<file path="config.mk">
export PLATFORM = sky130hd
export DESIGN_NAME = cpdr_data_register
export DESIGN_NICKNAME = d
export VERILOG_FILES = /design/src/inc/cpdr_pkg.sv /design/src/core/cpdr_sync.sv /design/src/core/cpdr_data_register.sv
export VERILOG_INCLUDE_DIRS = /design/src /design/src/inc
export SDC_FILE = /design/constraint.sdc
export NUM_CORES = 1
export LEC_CHECK = 0
export BUFFER_PORTS_ARGS = -buffer_cell sky130_fd_sc_hd__buf_2
export CORE_MARGIN = 1
export CORE_UTILIZATION = 57
export DETAILED_ROUTE_END_ITERATION = 6
export MAX_ROUTING_LAYER = met4
export PLACE_DENSITY = 0.95
export SYNTH_ARGS = -nofsm -noshare
export SYNTH_HDL_FRONTEND = slang
export SYNTH_SLANG_ARGS = --single-unit
</file>
<file path="constraint.sdc">
create_clock -name I_CLK -period 5.2 [get_ports I_CLK]
set_clock_uncertainty 0.05 [all_clocks]
set_input_delay 1.04 -clock I_CLK [delete_from_list [all_inputs] [get_ports I_CLK]]
set_output_delay 1.04 -clock I_CLK [all_outputs]
set_load 0.01 [all_outputs]
</file>
<file path="src/inc/cpdr_defs.svh">
`ifndef CPDR_DEFS_SVH
`define CPDR_DEFS_SVH

// Register byte offsets
`define CPDR_CTRL_OFS          8'h00
`define CPDR_ASYNC_CLEAR_OFS   8'h04
`define CPDR_ASYNC_PRESET_OFS  8'h08
`define CPDR_SYNC_CLEAR_OFS    8'h0C
`define CPDR_SYNC_PRESET_OFS   8'h10
`define CPDR_STATUS_OFS        8'h14

// Control field positions
`define CPDR_CTRL_EDGE_BIT     0
`define CPDR_CTRL_LOAD_BIT     1
`define CPDR_CTRL_SRLVL_BIT    2
`define CPDR_CTRL_MSB          2

// Reset values
`define CPDR_CTRL_RST          3'h6
`define CPDR_INITIAL_RST       32'h0000_0000
`define CPDR_ASYNC_CLEAR_RST   32'h0000_0000
`define CPDR_ASYNC_PRESET_RST  32'hFFFF_FFFF
`define CPDR_SYNC_CLEAR_RST    32'h0000_0000
`define CPDR_SYNC_PRESET_RST   32'hFFFF_FFFF

// Bus answers
`define CPDR_RESP_OKAY         2'h0
`define CPDR_RESP_SLVERR       2'h2

// Timing count and width limit
`define CPDR_SYNC_FILL         2'h3
`define CPDR_MAX_WIDTH         32

`endif

</file>
<file path="src/inc/cpdr_pkg.sv">
package cpdr_pkg;

   typedef enum logic {
      EDGE_RISE,
      EDGE_FALL
   } edge_sel_e;

   typedef struct packed {
      logic      sr_level;
      logic      load_level;
      edge_sel_e clock_edge_select;
   } ctrl_s;

   typedef logic [7:0] axi_addr_t;

endpackage : cpdr_pkg

</file>
<file path="src/core/cpdr_sync.sv">
`timescale 1ns/1ps
`default_nettype none

module cpdr_sync #(
   parameter int WIDTH = 1
) (
   input  wire logic             i_clk,
   input  wire logic             i_rst_b,
   input  wire logic [WIDTH-1:0] i_async,
   output logic      [WIDTH-1:0] o_sync
);

   typedef struct packed {
      logic [WIDTH-1:0] meta;
      logic [WIDTH-1:0] stable;
   } sync_s;

   sync_s st;
   sync_s next_st;

   if (WIDTH < 1) begin : g_bad_width
      $error("cpdr_sync: WIDTH must be at least 1");
   end

   always_comb begin
      next_st        = st;
      next_st.meta   = i_async;
      next_st.stable = st.meta;
   end

   always_ff @(posedge i_clk or negedge i_rst_b) begin
      if (!i_rst_b) begin
         st <= '0;
      end else begin
         st <= next_st;
      end
   end

   assign o_sync = st.stable;

endmodule : cpdr_sync

`default_nettype wire

</file>
<file path="src/core/cpdr_data_register.sv">
// Decided for this implementation: the address map and the AXI4-Lite register port.
`timescale 1ns/1ps
`default_nettype none

`include "cpdr_defs.svh"

// Overview of operation
// - Load and sync clear/preset act only on the selected register clock edge, rising or falling.
// - Capture data on an active edge only while load is at its level.
// - Data input and output are register_width bits, one storage bit each.
// - Outputs hold initial_value after start, before any clock or set/reset.
// - Async clear or preset loads its own value without a clock edge.
// - Sync clear or preset loads its own value on an active edge.
// - All set and reset pins follow the configured polarity level.
module cpdr_data_register #(
   parameter int          REGISTER_WIDTH     = 8,
   parameter logic [31:0] INITIAL_VALUE      = `CPDR_INITIAL_RST,
   parameter logic [31:0] ASYNC_CLEAR_VALUE  = `CPDR_ASYNC_CLEAR_RST,
   parameter logic [31:0] ASYNC_PRESET_VALUE = `CPDR_ASYNC_PRESET_RST,
   parameter logic [31:0] SYNC_CLEAR_VALUE   = `CPDR_SYNC_CLEAR_RST,
   parameter logic [31:0] SYNC_PRESET_VALUE  = `CPDR_SYNC_PRESET_RST
) (
   input  wire logic                      I_CLK,
   input  wire logic                      I_RST_B,
   input  wire cpdr_pkg::axi_addr_t       I_AWADDR,
   input  wire logic                      I_AWVALID,
   output logic                           O_AWREADY,
   input  wire logic [31:0]               I_WDATA,
   input  wire logic [3:0]                I_WSTRB,
   input  wire logic                      I_WVALID,
   output logic                           O_WREADY,
   output logic [1:0]                     O_BRESP,
   output logic                           O_BVALID,
   input  wire logic                      I_BREADY,
   input  wire cpdr_pkg::axi_addr_t       I_ARADDR,
   input  wire logic                      I_ARVALID,
   output logic                           O_ARREADY,
   output logic [31:0]                    O_RDATA,
   output logic [1:0]                     O_RRESP,
   output logic                           O_RVALID,
   input  wire logic                      I_RREADY,
   input  wire logic                      I_REG_CLK,
   input  wire logic                      I_LOAD,
   input  wire logic [REGISTER_WIDTH-1:0] I_D,
   input  wire logic                      I_ASYNC_CLEAR,
   input  wire logic                      I_ASYNC_PRESET,
   input  wire logic                      I_SYNC_CLEAR,
   input  wire logic                      I_SYNC_PRESET,
   output logic      [REGISTER_WIDTH-1:0] O_Q
);

   import cpdr_pkg::*;

   localparam int W  = REGISTER_WIDTH;
   localparam int SW = W + 6;

   typedef struct packed {
      ctrl_s       ctrl;
      logic [W-1:0] async_clear_value;
      logic [W-1:0] async_preset_value;
      logic [W-1:0] sync_clear_value;
      logic [W-1:0] sync_preset_value;
      logic [W-1:0] q;
      logic         clk_prev;
      logic [1:0]   warm;
      logic         aw_got;
      logic         w_got;
      axi_addr_t    waddr;
      logic [31:0]  wdata;
      logic [3:0]   wstrb;
      logic         awready;
      logic         wready;
      logic         bvalid;
      logic [1:0]   bresp;
      logic         arready;
      logic         rvalid;
      logic [1:0]   rresp;
      logic [31:0]  rdata;
   } state_s;

   localparam state_s RST_ST = '{
      ctrl:               ctrl_s'(`CPDR_CTRL_RST),
      async_clear_value:  ASYNC_CLEAR_VALUE[W-1:0],
      async_preset_value: ASYNC_PRESET_VALUE[W-1:0],
      sync_clear_value:   SYNC_CLEAR_VALUE[W-1:0],
      sync_preset_value:  SYNC_PRESET_VALUE[W-1:0],
      q:                  INITIAL_VALUE[W-1:0],
      clk_prev:           1'b0,
      warm:               2'h0,
      aw_got:             1'b0,
      w_got:              1'b0,
      waddr:              8'h00,
      wdata:              32'h0000_0000,
      wstrb:              4'h0,
      awready:            1'b1,
      wready:             1'b1,
      bvalid:             1'b0,
      bresp:              `CPDR_RESP_OKAY,
      arready:            1'b1,
      rvalid:             1'b0,
      rresp:              `CPDR_RESP_OKAY,
      rdata:              32'h0000_0000
   };

   if (W < 1 || W > `CPDR_MAX_WIDTH) begin : g_bad_width
      $error("cpdr_data_register: REGISTER_WIDTH must be 1 to 32");
   end

   state_s          st;
   state_s          next_st;
   logic [SW-1:0]   pins_raw;
   logic [SW-1:0]   pins;
   logic            s_clk;
   logic            s_load;
   logic            s_async_clear;
   logic            s_async_preset;
   logic            s_sync_clear;
   logic            s_sync_preset;
   logic [W-1:0]    s_d;
   logic            primed;
   logic            active_edge;
   logic [31:0]     merged;

   // Pins come from foreign logic, so every one is synchronised
   assign pins_raw = {I_REG_CLK, I_LOAD, I_ASYNC_CLEAR, I_ASYNC_PRESET,
                      I_SYNC_CLEAR, I_SYNC_PRESET, I_D};

   cpdr_sync #(
      .WIDTH   (SW)
   ) u_pin_sync (
      .i_clk   (I_CLK),
      .i_rst_b (I_RST_B),
      .i_async (pins_raw),
      .o_sync  (pins)
   );

   assign {s_clk, s_load, s_async_clear, s_async_preset,
           s_sync_clear, s_sync_preset, s_d} = pins;

   function automatic logic [31:0] merge_bytes(
      input logic [31:0] old_word,
      input logic [31:0] new_word,
      input logic [3:0]  strb
   );
      logic [31:0] res;
      res = old_word;
      for (int b = 0; b < 4; b++) begin
         if (strb[b]) begin
            res[8*b +: 8] = new_word[8*b +: 8];
         end
      end
      return res;
   endfunction : merge_bytes

   function automatic axi_addr_t word_addr(input axi_addr_t a);
      return {a[7:2], 2'b00};
   endfunction : word_addr

   always_comb begin
      next_st     = st;
      merged      = 32'h0000_0000;
      // Synchroniser output is junk until both stages are filled
      primed      = (st.warm == `CPDR_SYNC_FILL);
      active_edge = 1'b0;
      if (!primed) begin
         next_st.warm = st.warm + 2'h1;
      end
      next_st.clk_prev = s_clk;

      if (st.ctrl.clock_edge_select == EDGE_FALL) begin
         active_edge = primed && st.clk_prev && !s_clk;
      end else begin
         active_edge = primed && !st.clk_prev && s_clk;
      end

      // Clear checked before preset in each class
      if (primed && s_async_clear == st.ctrl.sr_level) begin
         next_st.q = st.async_clear_value;
      end else if (primed && s_async_preset == st.ctrl.sr_level) begin
         next_st.q = st.async_preset_value;
      end else if (active_edge) begin
         if (s_sync_clear == st.ctrl.sr_level) begin
            next_st.q = st.sync_clear_value;
         end else if (s_sync_preset == st.ctrl.sr_level) begin
            next_st.q = st.sync_preset_value;
         end else if (s_load == st.ctrl.load_level) begin
            next_st.q = s_d;
         end
      end

      if (I_AWVALID && st.awready) begin
         next_st.aw_got = 1'b1;
         next_st.waddr  = I_AWADDR;
      end
      if (I_WVALID && st.wready) begin
         next_st.w_got = 1'b1;
         next_st.wdata = I_WDATA;
         next_st.wstrb = I_WSTRB;
      end
      if (st.bvalid && I_BREADY) begin
         next_st.bvalid = 1'b0;
      end

      if (st.aw_got && st.w_got) begin
         next_st.aw_got = 1'b0;
         next_st.w_got  = 1'b0;
         next_st.bvalid = 1'b1;
         next_st.bresp  = `CPDR_RESP_OKAY;
         case (word_addr(st.waddr))
            `CPDR_CTRL_OFS: begin
               merged = merge_bytes(32'(st.ctrl), st.wdata, st.wstrb);
               next_st.ctrl = ctrl_s'(merged[`CPDR_CTRL_MSB:0]);
            end
            `CPDR_ASYNC_CLEAR_OFS: begin
               merged = merge_bytes(32'(st.async_clear_value), st.wdata,
                                    st.wstrb);
               next_st.async_clear_value = merged[W-1:0];
            end
            `CPDR_ASYNC_PRESET_OFS: begin
               merged = merge_bytes(32'(st.async_preset_value), st.wdata,
                                    st.wstrb);
               next_st.async_preset_value = merged[W-1:0];
            end
            `CPDR_SYNC_CLEAR_OFS: begin
               merged = merge_bytes(32'(st.sync_clear_value), st.wdata,
                                    st.wstrb);
               next_st.sync_clear_value = merged[W-1:0];
            end
            `CPDR_SYNC_PRESET_OFS: begin
               merged = merge_bytes(32'(st.sync_preset_value), st.wdata,
                                    st.wstrb);
               next_st.sync_preset_value = merged[W-1:0];
            end
            // Read-only, write is dropped but still acknowledged
            `CPDR_STATUS_OFS: begin
               merged = 32'h0000_0000;
            end
            default: begin
               next_st.bresp = `CPDR_RESP_SLVERR;
            end
         endcase
      end

      if (st.rvalid && I_RREADY) begin
         next_st.rvalid = 1'b0;
      end
      if (I_ARVALID && st.arready) begin
         next_st.rvalid = 1'b1;
         next_st.rresp  = `CPDR_RESP_OKAY;
         case (word_addr(I_ARADDR))
            `CPDR_CTRL_OFS: begin
               next_st.rdata = 32'(st.ctrl);
            end
            `CPDR_ASYNC_CLEAR_OFS: begin
               next_st.rdata = 32'(st.async_clear_value);
            end
            `CPDR_ASYNC_PRESET_OFS: begin
               next_st.rdata = 32'(st.async_preset_value);
            end
            `CPDR_SYNC_CLEAR_OFS: begin
               next_st.rdata = 32'(st.sync_clear_value);
            end
            `CPDR_SYNC_PRESET_OFS: begin
               next_st.rdata = 32'(st.sync_preset_value);
            end
            `CPDR_STATUS_OFS: begin
               next_st.rdata = 32'(st.q);
            end
            default: begin
               next_st.rdata = 32'h0000_0000;
               next_st.rresp = `CPDR_RESP_SLVERR;
            end
         endcase
      end

      // One write and one read in flight at most
      next_st.awready = !next_st.aw_got && !next_st.bvalid;
      next_st.wready  = !next_st.w_got && !next_st.bvalid;
      next_st.arready = !next_st.rvalid;
   end

   always_ff @(posedge I_CLK or negedge I_RST_B) begin
      if (!I_RST_B) begin
         st <= RST_ST;
      end else begin
         st <= next_st;
      end
   end

   assign O_AWREADY = st.awready;
   assign O_WREADY  = st.wready;
   assign O_BRESP   = st.bresp;
   assign O_BVALID  = st.bvalid;
   assign O_ARREADY = st.arready;
   assign O_RDATA   = st.rdata;
   assign O_RRESP   = st.rresp;
   assign O_RVALID  = st.rvalid;
   assign O_Q       = st.q;

endmodule : cpdr_data_register

`default_nettype wire

</file>
After elaboration in Yosys (flattened, before gate mapping)
Index checks and enable logic that the tools add are counted.

word-level totals
  register bits = 134
  input bits = 73
  output and inout port bits = 49
  logic and storage cells = 91

operators by class
  add/subtract/negate cells = 1
  equality and inequality tests = 16
  multiplexer cells = 17
  reductions and logical operators = 32

operator list
  kind                                                  count
  2-to-1 mux 8 bit                                      6
  case mux 8 bit (6 select lines)                       1
  2-to-1 mux 35 bit                                     1
  equality test 6 x 2 -> 1 bit (second input constant)  4
  equality test 6 x 3 -> 1 bit (second input constant)  4
  AND reduction 3 bit                                   5
  logical AND 1 bit                                     14
  equality test 6 x 1 -> 1 bit (second input constant)  2
  logical NOT 6 bit                                     2
  OR reduction 6 bit                                    2
  logical NOT 1 bit                                     6
  2-to-1 mux 2 bit                                      3
  equality test 1 bit                                   5
  2-to-1 mux 1 bit                                      5
  nonzero test 5 bit                                    1
  2-to-1 mux 3 bit                                      1
  nonzero test 3 bit                                    1
  adder 2 x 1 -> 2 bit (second input constant)          1
  equality test 2 bit (second input constant)           1
  AND reduction 2 bit                                   1

Depth between registers and ports, before layout
  word-level depth = 7
  mapped depth = 7

Cells and area by module
From an unflattened synthesis, not the netlist that was laid out.

unflattened totals
  cell total of the unflattened synthesis = 394
  area total of the unflattened synthesis = 4,792.1 um^2

modules (own cells, without submodules)
  module              times used  cells each  area each (um^2)  sequential area each (um^2)
  cpdr_data_register  1           366         4,091.4           1,978.1
  cpdr_sync           1           28          700.7             700.7

Least setup slack after synthesis
OpenSTA, ideal clock, no wires.

  path kind = input to register
  from = input I_ARADDR[4]
  to = register st (netlist bit O_RDATA[6])
  setup time = 0.121 ns
  data arrival time = 2.208 ns
  setup slack = 2.821 ns
  cell stages on the path = 6
  path buffers = 1
  path through = buf_2 mux2_2 a22oi_1 nor2_1 a221o_1 a22o_1

on the way
  longest elaborated chain between the ends = 2

RTL lines
  item                                                        line                       source
  start, declared                                             cpdr_data_register.sv:35   input wire cpdr_pkg::axi_addr_t I_ARADDR,
  equality test 6 x 3 -> 1 bit, or another cell as far along  cpdr_data_register.sv:250  case (word_addr(I_ARADDR))
  case mux 8 bit (6 select lines) *                           cpdr_data_register.sv:250
  end signal, assigned                                        cpdr_data_register.sv:286  st <= next_st;
  end, declared                                               cpdr_data_register.sv:109  state_s st;

Mark *: on every way between the ends. The rest lies on a longest branch, timed or not.
A chain may end at the register's enable or synchronous reset.

Worst setup path in the final report
Same ends and word-level chain as after synthesis.

==> results.md <==
* Status: complete, no violations
* Clock Tree Root: clkbuf_8
* WS Path Type: in -> reg
* Initial Util at 0.589
* Worst hold path type: reg -> reg
* Max_cap viols at 0
* Slew headroom at 0.550
* Crit path to: O_RDATA[6]
* Startpoint Class: input port
* Met2 wire length at ~4700 um
* Fraction of registers with async set/reset at 1.00
* Post-DR wirelength/cell at about 18 um
* Clock Latency Late Sink at 0.37 ns
* R2R Path End: O_Q[3]
* Cell area after synthesis at 4840 um^2
* Power Dens Cells at around 460 nW/um^2
* First-pass GRT wire length at ~15000 um
* Synth Register Bits at ~110
* Met3 WL at between 700 and 800 um
* Number of synthesized flops with an enable pin at 0
* Metal-1 WL at approximately 3900 um
* Post-DR vias/cell at about 5.8
* Die area at between 8000 and 9000 um^2
* Crit path DAT at roughly 2.5 ns
* CTS Buffer Depth at 2
* Dpl hpwl at 6690 um
* GP Congestion at between 0.8 and 0.9
* CTS Buf Count at 9
* Final net count at between 400 and 500
* Area leader, netlist: dfrtp_1
* Highest routed layer: met4
* Vias at around 3100
* Post-synth top cells: 85 x dfrtp_1, 56 x mux2_2, 46 x buf_4
* Slew @ Worst Pin at between 0.6 and 0.7 ns
* P&R area growth vs syn at 8.20%
* Layout cell share with drive strength beyond 1 at 0.391
* CTS tree: done
* H-tree Lvls at 3
* DR DRC count at 0
* Remaining antenna violation count at 0
* CP Launch Point: I_ARADDR[4]
* CP endpoint kind: register
* Sequential element share of the synthesized area at 0.554
* Total GRT Usage at 0.239
* RSZ-0062 raised after global routing: false
* Final hold violations at 0
* Iteration-0 DRC Markers at 260
* Die Wd at roughly 94 um
* Final core utilization at 0.637
* Syn Area/Cell at ~13 um^2
* Clock-pin transition on the worst setup and hold timing paths at ~0.090 ns
* Final Cycle Share at 0.430
* Site Rows at 33
* Synth cell types at 53
* Synth Warn # at 0
* IO Count at 122
* Static Leak at approximately 0.0024 uW
* Req. time, crit path at ~5.4 ns
* # hold bufs at CTS at 0
* Setup TNS at 0 ns
* R2r startpoint: st[132]
* Worst R2R Path Depth at 5
* Vias in the first global route at just over 3000
* Wirelength, routed at roughly 9500 um
* PortBufs at 64
* Clock period minus worst slack at 2.24 ns
* Post-CTS Setup Bufs at 0
* Core ar. at 8220 um^2
* Post-synth top area share at 0.440
* Count leader, synth: dfrtp_1
* DR pass1 iterations at 7
* Clock Sinks at roughly 110
* Antenna violations before repair at 0
* Height of the chip at around 94 um
* Maximum vdd ir drop at about 0.23 mV
* Syn Inst Count at approximately 380
* Grt total ovfl at 0
* Largest cells by area after synthesis: dfrtp_1 44%, mux2_2 13%, dfstp_2 11%
* Top_reg_cell synth: dfrtp_1
* Largest net degree at the start of global routing at 57
* Worst Path Max Fanout at 12
* Antenna diode count at 0
* R2R setup slack at about 3 ns
* Fmax at 447 MHz
* Slew Viols, Final at 0
* PostCTS Resize Cnt at 0
* # setup viols final at 0
-- registers in the layout, indices dropped and copies added, names as in the netlist --
| register | cells |
|---|---|
| O_RRESP | 1 |
| O_WREADY | 1 |
| O_Q | 8 |
| st | 55 |
| O_RVALID | 1 |
| u_pin_sync.next_st | 14 |
| O_BVALID | 1 |
| u_pin_sync.o_sync | 14 |
| O_RDATA | 8 |
| O_BRESP | 1 |
| O_AWREADY | 1 |
| O_ARREADY | 1 |
-- cells in the final DEF, fill, tap and decap left out, types with 4 or more instances in the layout --
cell type / netlist / layout
dfstp_2: 21 / 21
mux2_2: 56 / 56
and2_1: 5 / 5
clkbuf_8: 0 / 10
conb_1: 1 / 26
inv_1: 5 / 5
o21ai_0: 18 / 18
mux2i_1: 8 / 8
a221o_1: 6 / 6
o22ai_1: 8 / 8
nor3_1: 4 / 4
xnor2_1: 4 / 4
a22o_1: 5 / 5
a211oi_1: 4 / 4
buf_2: 3 / 63
o22a_1: 5 / 5
nor2b_1: 4 / 4
a22oi_1: 7 / 7
nor2_1: 13 / 13
a21oi_1: 7 / 7
dfrtp_1: 85 / 85
nand2_1: 18 / 18
-- worst max-delay path, cell delays in order --
cell,delay (ns)
buf_2,0.29
mux2_2,0.37
a22oi_1,0.19
nor2_1,0.06
a221o_1,0.28
a22o_1,0.21
-- through the flow --
stage / std cells / hold WS [ns] / setup slack [ns] / instance area, um^2 / total power, uW
global placement: 519 / 0.283 / 2.66 / 4990 / 1780
global route: 535 / 0.311 / 2.89 / 5230 / 2550
finish: 535 / 0.301 / 2.96 / 5230 / 2420
CTS: 535 / 0.299 / 2.99 / 5230 / 2430
floorplan: 408 / 0.281 / 2.82 / 4930 / 1680
detailed placement: 519 / 0.285 / 2.59 / 4990 / 1830
-- cell families (layout without fill, tap and decap cells) --
logic type	Yosys count	count (layout)	synth area share
and+or+nand+nor	62	62	0.0719
other	1	26	0.000775
adders and majority gates	1	1	0.00259
AOI/OAI and AO/OA	77	77	0.114
buffers and inverters	65	87	0.0887
xor gates and xnor gates	4	4	0.00724
muxes	67	67	0.161
DFF	106	106	0.554
-- cell type report --
class / count / area [um^2]
clock buffers: 12 / 145
inverters: 5 / 18.8
well taps: 105 / 131
fillers: 638 / 2980
flip-flops and latches: 106 / 2680
multi-input cells: 237 / 1820
repair buffers: 66 / 338
clock inverters: 4 / 98.8
-- per-layer routing --
layer / vias up / global-route usage
met2: 163 / 0.370
met3: 16 / 0.0469
met1: 1550 / 0.313
met5: - / -
li1: 1399 / -
met4: 0 / 0.0949
-- how the worst min path moves through the flow --
stage               slack (ns)                   start  cells after the start               endpoint
CTS                       0.30   u_pin_sync.next_st[0]                      0   u_pin_sync.o_sync[0]
finish                    0.30   u_pin_sync.next_st[0]                      0   u_pin_sync.o_sync[0]
detailed placement        0.28   u_pin_sync.next_st[0]                      0   u_pin_sync.o_sync[0]
global route              0.31  u_pin_sync.next_st[11]                      0  u_pin_sync.o_sync[11]
floorplan                 0.28   u_pin_sync.next_st[0]                      0   u_pin_sync.o_sync[0]
global placement          0.28   u_pin_sync.next_st[5]                      0   u_pin_sync.o_sync[5]
-- power breakdown --
group / switching [uW] / internal, uW / leakage (uW)
registers: 212 / 1050 / 0.00127
logic: 267 / 294 / 0.00103
clock network: 266 / 334 / 0.000121
total: 745 / 1680 / 0.00241
Power figures use the tool's default switching activity.
